===== src/design/arfr_pkg.sv =====
// package of register map, field layout and encodings for the converter result formatter
package arfr_pkg;
    // ***************************************************************
    // register byte addresses (chosen map, one aligned word each)
    // ***************************************************************
    localparam logic [7:0] ARFR_OFF_SELECT = 8'h00;
    localparam logic [7:0] ARFR_OFF_RESULT_LOW = 8'h04;
    localparam logic [7:0] ARFR_OFF_RESULT_HIGH = 8'h08;
    localparam logic [7:0] ARFR_OFF_CONTROL = 8'h0C;
    localparam logic [7:0] ARFR_OFF_IRQ_STATUS = 8'h10;
    localparam logic [7:0] ARFR_OFF_IRQ_MASK = 8'h14;
    localparam logic [7:0] ARFR_OFF_INPUT = 8'h18;
    localparam logic [7:0] ARFR_OFF_ACTIVE_REF = 8'h1C;

    // ***************************************************************
    // field positions and reset values
    // ***************************************************************
    localparam int ARFR_REF_HI = 7;
    localparam int ARFR_REF_LO = 6;
    localparam int ARFR_ALIGN_BIT = 5;
    localparam int ARFR_CHAN_HI = 4;
    localparam logic [7:0] ARFR_SELECT_RESET = 8'h00;
    localparam int ARFR_CTL_START = 0;
    localparam int ARFR_CTL_DIFF = 1;
    localparam int ARFR_CTL_BUSY = 2;
    localparam int ARFR_IRQ_DONE = 0;
    localparam int ARFR_RES_W = 10;
    localparam int ARFR_INPUT_W = 16;

    // ***************************************************************
    // encodings and code limits
    // ***************************************************************
    localparam logic [1:0] ARFR_REF_EXTERNAL = 2'b00;
    localparam logic [1:0] ARFR_REF_SUPPLY = 2'b01;
    localparam logic [1:0] ARFR_REF_RESERVED = 2'b10;
    localparam logic [1:0] ARFR_REF_INTERNAL = 2'b11;
    localparam logic [9:0] ARFR_SE_MIN = 10'h000;
    localparam logic [9:0] ARFR_SE_MAX = 10'h3FF;
    localparam logic signed [10:0] ARFR_DIFF_MIN = -11'sd512;
    localparam logic signed [10:0] ARFR_DIFF_MAX = 11'sd511;
    localparam int ARFR_CONV_CYCLES = 13;

    typedef enum logic [1:0] {
        ARFR_IDLE = 2'b01,
        ARFR_CONVERT = 2'b10
    } arfr_state_e;
endpackage : arfr_pkg


===== src/design/arfr_top.sv =====
// result formatting, reference selection and register slave of a 10-bit converter
// How it works
// RQ1 - result readable in low and high result bytes once done flag is set
// RQ2 - single-ended code is input times 1024 over reference, unsigned
// RQ3 - single-ended 0x000 is ground, 0x3FF is reference minus one step
// RQ4 - differential code is difference times gain times 512 over reference
// RQ5 - differential codes are two's complement 0x200..0x1FF, saturating at limits
// RQ6 - top result bit in high byte is the sign of differential results
// RQ7 - reference field: 00 external pin, 01 supply, 10 reserved, 11 internal
// RQ8 - reference field writes during conversion apply only when it completes
// RQ9 - alignment bit 5: one left-aligned, zero right-aligned
// RQ10 - alignment change re-maps stored result at once
// RQ11 - software keeps internal references off while external reference is driven
// RQ12 - software keeps port pins quiet while a conversion runs
// RQ13 - done flag set when conversion finishes and result registers update
// RQ14 - left: bits 9:2 high, 1:0 top of low; right: 9:8 low of high
module arfr_top
    import arfr_pkg::*;
#(
    parameter int CONV_CYCLES = ARFR_CONV_CYCLES
) (
    input wire logic hclk,
    input wire logic hresetn,
    input wire logic hsel,
    input wire logic [31:0] haddr,
    input wire logic [1:0] htrans,
    input wire logic hwrite,
    input wire logic [2:0] hsize,
    input wire logic [31:0] hwdata,
    input wire logic hready,
    output logic hreadyout,
    output logic hresp,
    output logic [31:0] hrdata,
    output logic irq,
    output logic [1:0] reference_source_field
);
    initial begin
        if (CONV_CYCLES < 1 || CONV_CYCLES > 255) begin
            $error("conversion length out of range");
        end
    end

    // ***************************************************************
    // helper functions
    // ***************************************************************
    // scale a signed fraction of reference; ratio held as input/ref with 16-bit fraction
    function automatic logic [9:0] fmt_code(input logic diff, input logic signed [15:0] sample);
        logic signed [16:0] scaled;
        scaled = 17'(sample) >>> 6;
        if (diff) begin
            if (scaled > 17'(ARFR_DIFF_MAX)) begin
                fmt_code = ARFR_DIFF_MAX[9:0]; // see RQ5
            end else if (scaled < 17'(ARFR_DIFF_MIN)) begin
                fmt_code = ARFR_DIFF_MIN[9:0]; // see RQ5
            end else begin
                fmt_code = scaled[9:0]; // see RQ4 see RQ6
            end
        end else begin
            // sample is unsigned fraction of reference: code = vin*1024/vref
            fmt_code = sample[15:6]; // see RQ2 see RQ3
        end
    endfunction : fmt_code

    function automatic logic [15:0] align_word(input logic left, input logic [9:0] res);
        if (left) begin
            align_word = {res, 6'b00_0000}; // see RQ14
        end else begin
            align_word = {6'b00_0000, res}; // see RQ14
        end
    endfunction : align_word

    // ***************************************************************
    // state
    // ***************************************************************
    arfr_state_e state, next_state;
    logic [7:0] select_reg, next_select_reg;
    logic [1:0] active_ref, next_active_ref;
    logic [9:0] result, next_result;
    logic [7:0] count, next_count;
    logic diff_mode, next_diff_mode;
    logic conv_diff, next_conv_diff;
    logic [15:0] sample_in, next_sample_in;
    logic irq_status, next_irq_status;
    logic irq_mask, next_irq_mask;
    logic [31:0] rdata, next_rdata;
    logic ph_valid, next_ph_valid;
    logic ph_write, next_ph_write;
    logic [7:0] ph_addr, next_ph_addr;

    wire logic addr_phase = hsel && hready && htrans[1];
    wire logic wr_en = ph_valid && ph_write;
    wire logic conv_done = (state == ARFR_CONVERT) && (count == 8'(CONV_CYCLES - 1));
    wire logic [15:0] aligned = align_word(select_reg[ARFR_ALIGN_BIT], result); // see RQ10

    assign hreadyout = 1'b1;
    assign hresp = 1'b0;
    assign hrdata = rdata;
    assign irq = irq_status && irq_mask;
    assign reference_source_field = active_ref;

    // ***************************************************************
    // bus slave: address phase capture and read data
    // ***************************************************************
    // zero-wait slave; read data registered so it stands in the data phase
    always_comb begin
        next_ph_valid = addr_phase;
        next_ph_write = hwrite;
        next_ph_addr = {haddr[7:2], 2'b00};
        next_rdata = rdata;
        if (addr_phase && !hwrite) begin
            unique case ({haddr[7:2], 2'b00})
                ARFR_OFF_SELECT: next_rdata = {24'h00_0000, select_reg};
                ARFR_OFF_RESULT_LOW: next_rdata = {24'h00_0000, aligned[7:0]}; // see RQ1
                ARFR_OFF_RESULT_HIGH: next_rdata = {24'h00_0000, aligned[15:8]}; // see RQ1
                ARFR_OFF_CONTROL: next_rdata = {29'h0, state == ARFR_CONVERT, diff_mode, 1'b0};
                ARFR_OFF_IRQ_STATUS: next_rdata = {31'h0, irq_status};
                ARFR_OFF_IRQ_MASK: next_rdata = {31'h0, irq_mask};
                ARFR_OFF_INPUT: next_rdata = {16'h0000, sample_in};
                ARFR_OFF_ACTIVE_REF: next_rdata = {30'h0, active_ref};
                default: next_rdata = 32'h0000_0000;
            endcase
        end
    end

    always_ff @(posedge hclk or negedge hresetn) begin
        if (!hresetn) begin
            ph_valid <= 1'b0;
            ph_write <= 1'b0;
            ph_addr <= 8'h00;
            rdata <= 32'h0000_0000;
        end else begin
            ph_valid <= next_ph_valid;
            ph_write <= next_ph_write;
            ph_addr <= next_ph_addr;
            rdata <= next_rdata;
        end
    end

    // ***************************************************************
    // registers, conversion sequencer and completion flag
    // ***************************************************************
    // the reference lock keeps a mid-conversion write from disturbing sampling
    always_comb begin
        next_state = state;
        next_select_reg = select_reg;
        next_active_ref = active_ref;
        next_result = result;
        next_count = count;
        next_diff_mode = diff_mode;
        next_conv_diff = conv_diff;
        next_sample_in = sample_in;
        next_irq_status = irq_status;
        next_irq_mask = irq_mask;
        if (wr_en) begin
            unique case (ph_addr)
                ARFR_OFF_SELECT: next_select_reg = hwdata[7:0];
                ARFR_OFF_IRQ_MASK: next_irq_mask = hwdata[ARFR_IRQ_DONE];
                ARFR_OFF_INPUT: next_sample_in = hwdata[ARFR_INPUT_W-1:0];
                ARFR_OFF_IRQ_STATUS: begin
                    if (hwdata[ARFR_IRQ_DONE]) begin
                        next_irq_status = 1'b0;
                    end
                end
                ARFR_OFF_CONTROL: next_diff_mode = hwdata[ARFR_CTL_DIFF];
                default: begin
                end
            endcase
        end
        // reference follows the field whenever idle
        if (state == ARFR_IDLE) begin
            next_active_ref = next_select_reg[ARFR_REF_HI:ARFR_REF_LO]; // see RQ7 see RQ8
        end
        unique case (state)
            ARFR_IDLE: begin
                if (wr_en && ph_addr == ARFR_OFF_CONTROL && hwdata[ARFR_CTL_START]) begin
                    next_state = ARFR_CONVERT;
                    next_count = 8'h00;
                    next_conv_diff = hwdata[ARFR_CTL_DIFF];
                end
            end
            ARFR_CONVERT: begin
                next_count = count + 8'h01;
                if (conv_done) begin
                    next_state = ARFR_IDLE;
                    next_result = fmt_code(conv_diff, sample_in);
                    next_irq_status = 1'b1; // see RQ13, set wins over clear
                    next_active_ref = next_select_reg[ARFR_REF_HI:ARFR_REF_LO]; // see RQ8
                end
            end
        endcase
    end

    always_ff @(posedge hclk or negedge hresetn) begin
        if (!hresetn) begin
            state <= ARFR_IDLE;
            select_reg <= ARFR_SELECT_RESET;
            active_ref <= ARFR_REF_EXTERNAL;
            result <= ARFR_SE_MIN;
            count <= 8'h00;
            diff_mode <= 1'b0;
            conv_diff <= 1'b0;
            sample_in <= 16'h0000;
            irq_status <= 1'b0;
            irq_mask <= 1'b0;
        end else begin
            state <= next_state;
            select_reg <= next_select_reg;
            active_ref <= next_active_ref;
            result <= next_result;
            count <= next_count;
            diff_mode <= next_diff_mode;
            conv_diff <= next_conv_diff;
            sample_in <= next_sample_in;
            irq_status <= next_irq_status;
            irq_mask <= next_irq_mask;
        end
    end
endmodule : arfr_top


===== config.mk =====
export PLATFORM = sky130hd
export DESIGN_NAME = arfr_top
export DESIGN_NICKNAME = d
export VERILOG_FILES = /design/src/design/arfr_pkg.sv /design/src/design/arfr_top.sv
export SDC_FILE = /design/constraint.sdc
export NUM_CORES = 1
export LEC_CHECK = 0
export ABC_AREA = 0
export BUFFER_PORTS_ARGS = -buffer_cell sky130_fd_sc_hd__buf_2
export CAP_MARGIN = 10
export CORE_MARGIN = 2
export CORE_UTILIZATION = 40
export CTS_CLUSTER_SIZE = 8
export DETAILED_ROUTE_END_ITERATION = 12
export GPL_TIMING_DRIVEN = 0
export PLACE_DENSITY = 0.65
export RECOVER_POWER = 100
export SLEW_MARGIN = 20
export SYNTH_ARGS = -nofsm -noshare
export SYNTH_HDL_FRONTEND = slang
export SYNTH_SLANG_ARGS = --single-unit

===== constraint.sdc =====
create_clock -name hclk -period 2.3 [get_ports hclk]
set_input_delay 0.46 -clock hclk [delete_from_list [all_inputs] [get_ports hclk]]
set_output_delay 0.46 -clock hclk [all_outputs]
set_load 0.03 [all_outputs]

After elaboration in Yosys (flattened, before gate mapping). Index checks and enable logic that the tools add are counted.

Register bits: 90. Input port bits: 74. Logic and storage cells: 72.

Add/sub/neg operators: 1. Order comparisons: 2. Equality and inequality tests: 16. Mux-type cells: 20. Reduce and logical (&&, ||, !) cells: 18.

Operators with widths (number): 16-bit one-hot mux with 8 select lines (1); 6-bit by 3-bit == test with 1-bit output, second input constant (7); 10-bit 2-to-1 mux (3); 8-bit 2-to-1 mux (3); 6-bit by 2-bit == test with 1-bit output, second input constant (3); 16-bit 2-to-1 mux (1); 8-bit one-hot mux with 2 select lines (1); 2-bit AND reduction (7); 10-bit greater-than comparator, second input constant (1); 10-bit < comparator, second input constant (1); 2-bit 2-to-1 mux (5); 8-bit by 1-bit adder with 8-bit output, second input constant (1); 8-bit by 4-bit == test with 1-bit output, second input constant (1); 1-bit logical AND (8); 8-bit logical NOT (1); 6-bit by 1-bit == test with 1-bit output, second input constant (1); 6-bit logical NOT (1); 1-bit 2-to-1 mux (5); 2-bit one-hot mux with 2 select lines (1); 2-bit by 1-bit == test with 1-bit output, second input constant (1); 2-bit == test, second input constant (1); 2-bit by 1-bit != test with 1-bit output, second input constant (1); 2-bit != test, second input constant (1); 1-bit logical NOT (1).

Logic depth before layout (Yosys ltp).
Word-level depth: 6. Depth in mapped cells: 6.

Worst setup path after synthesis. No wires, ideal clock.

Path type: reg-to-reg. From: register ph_addr[7]. To: register sample_in[10]. Setup time: 0.125 ns. Data arrival time: 1.614 ns. Path slack: 0.561 ns. Stages on the path, launching flop included: 6. Path buffers: 1. Period minus slack after synthesis: 1.739 ns. Cells stage by stage: dfrtp_1 > nor3_1 > nand4_1 > nor3b_2 > buf_6 > mux2_2.

Word-level cells in the longest chain between the ends: 2.

RTL lines: from (decl) (RTL line arfr_top.sv:88) `logic [7:0] ph_addr, next_ph_addr;`; from (signal assigned) (RTL line arfr_top.sv:134) `ph_addr <= next_ph_addr;`; 6-bit by 3-bit == test with 1-bit output (RTL line arfr_top.sv:155) `unique case (ph_addr)`; 2-bit AND reduction (no line); to (signal assigned) (RTL line arfr_top.sv:213) `sample_in <= next_sample_in;`; to (decl) (RTL line arfr_top.sv:82) `logic [15:0] sample_in, next_sample_in;`.

Every way passes these cells. A chain may end at the register's enable or synchronous reset.

Final worst setup path.
From: input port haddr[3]. To: register rdata[5] (netlist: hrdata[5]).

Word-level cells in the longest chain between the ends: 2. Elaborated cells between the ends (all ways): 9. Classes of those cells: eq/ne: 7; mux: 1; reduce/logical: 1.

RTL lines: from (decl) (RTL line arfr_top.sv:25) `input wire logic [31:0] haddr,`; 6-bit by 3-bit == test with 1-bit output (tied with other cells) (RTL line arfr_top.sv:111) `unique case ({haddr[7:2], 2'b00})`; 16-bit one-hot mux with 8 select lines (*) (RTL line arfr_top.sv:111); to (signal assigned) (RTL line arfr_top.sv:135) `rdata <= next_rdata;`; to (decl) (RTL line arfr_top.sv:85) `logic [31:0] rdata, next_rdata;`.

Mark *: on every way between the ends. The rest lies on a longest branch, timed or not.

==> run summary <==
Global routing finished with a remaining overflow of 0. The type of destination of the critical path is a flop. The fmax is approximately 470 MHz. The core footprint is 8260 µm². The pin count of the biggest net entering global routing is 53. Yosys attributes the largest share of cell area to sky130_fd_sc_hd__dfrtp_1 53%, sky130_fd_sc_hd__mux2_2 14%, sky130_fd_sc_hd__buf_4 4.6%. A synthesized cell averages roughly 12 µm². The cell area after placement is approximately 3900 µm².

The die is about 96 µm tall. The H-tree was split into 3 levels. The share of total power dissipated in sequential elements is 0.511. The post-detailed-route via-to-cell ratio is around 5. The die covers between 9000 and 10000 µm². The worst-case headroom to the max-slew limit is 0.199. After routing the design area is between 3000 and 4000 µm². The clock latency on the worst-skew pair came out at about 0.35 ns. The worst hold path startpoint is hwrite. The startpoint of the most critical register-to-register path is ph_addr[7].

Once routing completed, OpenROAD measured the worst setup slack at about 0.16 ns. The initial standard-cell utilization of the core is 0.413. The initial antenna violation count is 0. The most frequent cell after synthesis is sky130_fd_sc_hd__dfrtp_1.

The via count of the first global-routing pass came to around 2300. At the pin with the least slew margin, the transition time is between 1 and 1.5 ns. The buffer count from post-CTS setup fixing is 0. The critical path is of the primary input to flop type.

The worst-path maximum fanout came out at 10. The total number of yosys warnings is 0. The portion of the clock cycle consumed by the worst path in the final layout came out at 0.929. The final hold violation count is 0. The part of the power in the clock network came out at 0.317. Compared with the post-synthesis result, the final layout area differs by 16.8%.

The worst voltage drop across the vdd grid is between 0.3 and 0.4 mV. The launch point of the worst path is haddr[3]. The internal power of the cells totals 2.12 mW. Ranked by instance count, the synthesized netlist is headed by 72 x sky130_fd_sc_hd__dfrtp_1, 42 x sky130_fd_sc_hd__mux2_2, 22 x sky130_fd_sc_hd__nand2_1. The count of fill cells added during filler insertion is 791.

After synthesis the netlist holds a flip-flop and latch count of 73. The number of buffers inserted during clock tree synthesis came out at 9. 0 antenna diodes ended up in the layout. Setup repair after global routing left no endpoint under its margin.

For the worst setup path, the data arrival time is about 2.4 ns. The total I/O pin count is ~110. The total via count in the routed design came out at 2388. Dividing total power by cell area gives a power density of 753 nW/µm².

The fraction of final layout cells with drive strength greater than 1 is 0.302. The layout net count is about 430. Among all flip-flop cells after synthesis, the most frequent one is sky130_fd_sc_hd__dfrtp_1. The number of sinks handled by clock tree synthesis is 73. For this run, design rule violations remaining after detail routing come to 0. The routed length per placed instance came out at approximately 15 µm. The switching fraction of total power came out at 0.294.

Routability-driven placement finished with a final weighted congestion of between 0.8 and 0.9. The required time of the critical path is around 2.6 ns. The clock arrives with about 0.0096 ns of skew. The total half-perimeter wirelength after legalization and detailed placement is 5.28 mm. The run finished with clean final reports. Of the total power, combinational logic draws 0.173. The worst path needs around 2.1 ns of the cycle, external delays included. The post-route worst hold slack came out at about 0.23 ns. The detail route stage leaves a number of antenna-violating nets equal to 0. Synthesis handed over a netlist of approximately 280 instances. The share of synthesized area in the top cell type comes to 0.528. The most area-hungry cell type in the Yosys netlist is sky130_fd_sc_hd__dfrtp_1. The count of flip-flops with a built-in enable after synthesis is 0. The total count of max-transition violations in the final report is 0.

Row generation in the floorplan step produced 33 rows. The sequential share of the synthesized area is 0.536. The sort of element at the start of the critical path is a primary input. Setup violations remaining at the end of the flow were counted as 0. The global-route wire length before repair came out at approximately 12 mm. The overall die width came out at 96.3 µm. Counting flops with an async set or reset pin after synthesis yields a share of 1.00. The static leakage power is between 1.5 and 2 nW. The clock tree from TritonCTS is done.

The setup check on the worst reg-to-reg path leaves a slack of ~0.16 ns. Across every metal layer, demand over resource in global routing totals 0.172. CTS placed an instance of sky130_fd_sc_hd__clkbuf_8 at the clock tree root. The count of max-cap constraint violations is 0. The sum of negative setup slack is 0 ns. OpenSTA, run right after detailed placement, puts the worst setup slack at between 0.15 and 0.2 ns. The tightest min-delay check is of the primary input to flop type.

Power comes to about 3 mW. The worst-case clock buffer depth is 2. Summed over all nets, the switching power comes to 884 µW. The post-synthesis instance area is between 3000 and 4000 µm².

After synthesis, the netlist uses 52 different library cells. The total wire length after detailed routing is about 7.2 mm. The port buffer count came out at 46. The first-pass iteration count of the detailed router is 4. The starting DRC count in detailed routing came out at roughly 170. Clock-pin slew was measured on the worst setup and hold paths at 0.08 ns.
==> worst max-delay path, cell delays in order <==
cell                       delay (ns)
sky130_fd_sc_hd__clkbuf_1        0.27
sky130_fd_sc_hd__clkbuf_1        0.38
sky130_fd_sc_hd__nand2_1         0.10
sky130_fd_sc_hd__nor4_1          0.51
sky130_fd_sc_hd__clkbuf_1        0.48
sky130_fd_sc_hd__a221o_1         0.23
==> cells in the final DEF (no fill, tap or decap), types with 4 or more instances in the layout <==
| cell | Yosys | final |
|---|---|---|
| sky130_fd_sc_hd__dfrtp_1 | 72 | 72 |
| sky130_fd_sc_hd__mux2_2 | 42 | 40 |
| sky130_fd_sc_hd__clkbuf_1 | 1 | 31 |
| sky130_fd_sc_hd__buf_2 | 4 | 23 |
| sky130_fd_sc_hd__nand2_1 | 22 | 22 |
| sky130_fd_sc_hd__buf_4 | 21 | 19 |
| sky130_fd_sc_hd__conb_1 | 2 | 18 |
| sky130_fd_sc_hd__o21ai_0 | 13 | 13 |
| sky130_fd_sc_hd__clkbuf_8 | 0 | 9 |
| sky130_fd_sc_hd__a22o_1 | 8 | 8 |
| sky130_fd_sc_hd__nand3_1 | 6 | 7 |
| sky130_fd_sc_hd__inv_1 | 6 | 6 |
| sky130_fd_sc_hd__nor2b_1 | 6 | 6 |
| sky130_fd_sc_hd__nor2_1 | 5 | 5 |
| sky130_fd_sc_hd__nand2b_1 | 4 | 4 |
==> through the flow <==
| stage | cells | util |
|---|---|---|
| 2_1_floorplan | 298 | - |
| 3_3_place_gp | 449 | 0.464 |
| 3_5_place_dp | 450 | 0.468 |
| 4_1_cts | 466 | 0.491 |
| 5_1_grt | 466 | 0.483 |
| 6_report | 466 | 0.483 |
==> path summary, 6_finish.rpt <==
| kind | end | cells past startpoint |
|---|---|---|
| worst max-delay path | hrdata[5] | 6 |
| worst min-delay path | ph_write | 1 |
| worst max register to register | sample_in[6] | 5 |
| worst min register to register | hrdata[6] | 2 |
| max in group asynchronous | state[0] | 3 |
| min in group asynchronous | hrdata[10] | 2 |
==> cell families after synthesis <==
| group | Yosys count | share of synthesized area |
|---|---|---|
| AOI/OAI and AO/OA | 46 | 0.0990 |
| xor gates and xnor gates | 2 | 0.00514 |
| adders and majority gates | 2 | 0.00734 |
| buffers and inverters | 36 | 0.0690 |
| DFF | 73 | 0.536 |
| muxes | 44 | 0.145 |
| other | 2 | 0.00220 |
| and+or+nand+nor | 77 | 0.137 |
==> metal layers <==
metal  global-route usage  vias up  part of all wire
met5                    0        -                 0
li1                     -     1140                 -
met1                0.232     1160              0.45
met3               0.0462        8             0.063
met4               0.0704        0             0.012
met2                0.262       80              0.47
==> what timing repair did <==
item | 4_1_cts | 5_1_grt
hold buffers | 1 | 0
resized for setup | 0 | 0
hold endpoints to repair | 8 | 0
==> power by group through the flow <==
| stage | sequential, mW | clock, mW | combinational, mW |
|---|---|---|---|
| 2_1_floorplan | 1.56 | 0 | 0.348 |
| 5_1_grt | 1.56 | 1.04 | 0.590 |
| 4_1_cts | 1.53 | 0.977 | 0.537 |
| 3_5_place_dp | 1.56 | 0 | 0.534 |
| 3_3_place_gp | 1.55 | 0 | 0.513 |
| 6_report | 1.53 | 0.950 | 0.518 |
==> layout make-up <==
class | instances | area (µm²) | share of cell area
sequential | 73 | 1830 | 0.459
multi-input combinational | 189 | 1400 | 0.350
clock buffer | 9 | 124 | 0.0311
buffer | 30 | 203 | 0.0509
timing repair buffer | 48 | 220 | 0.0553
inverter | 6 | 22.5 | 0.00565
clock inverter | 6 | 60.1 | 0.0151
tap | 105 | 131 | 0.0330
Note: power is estimated with default switching activity, not from simulation.
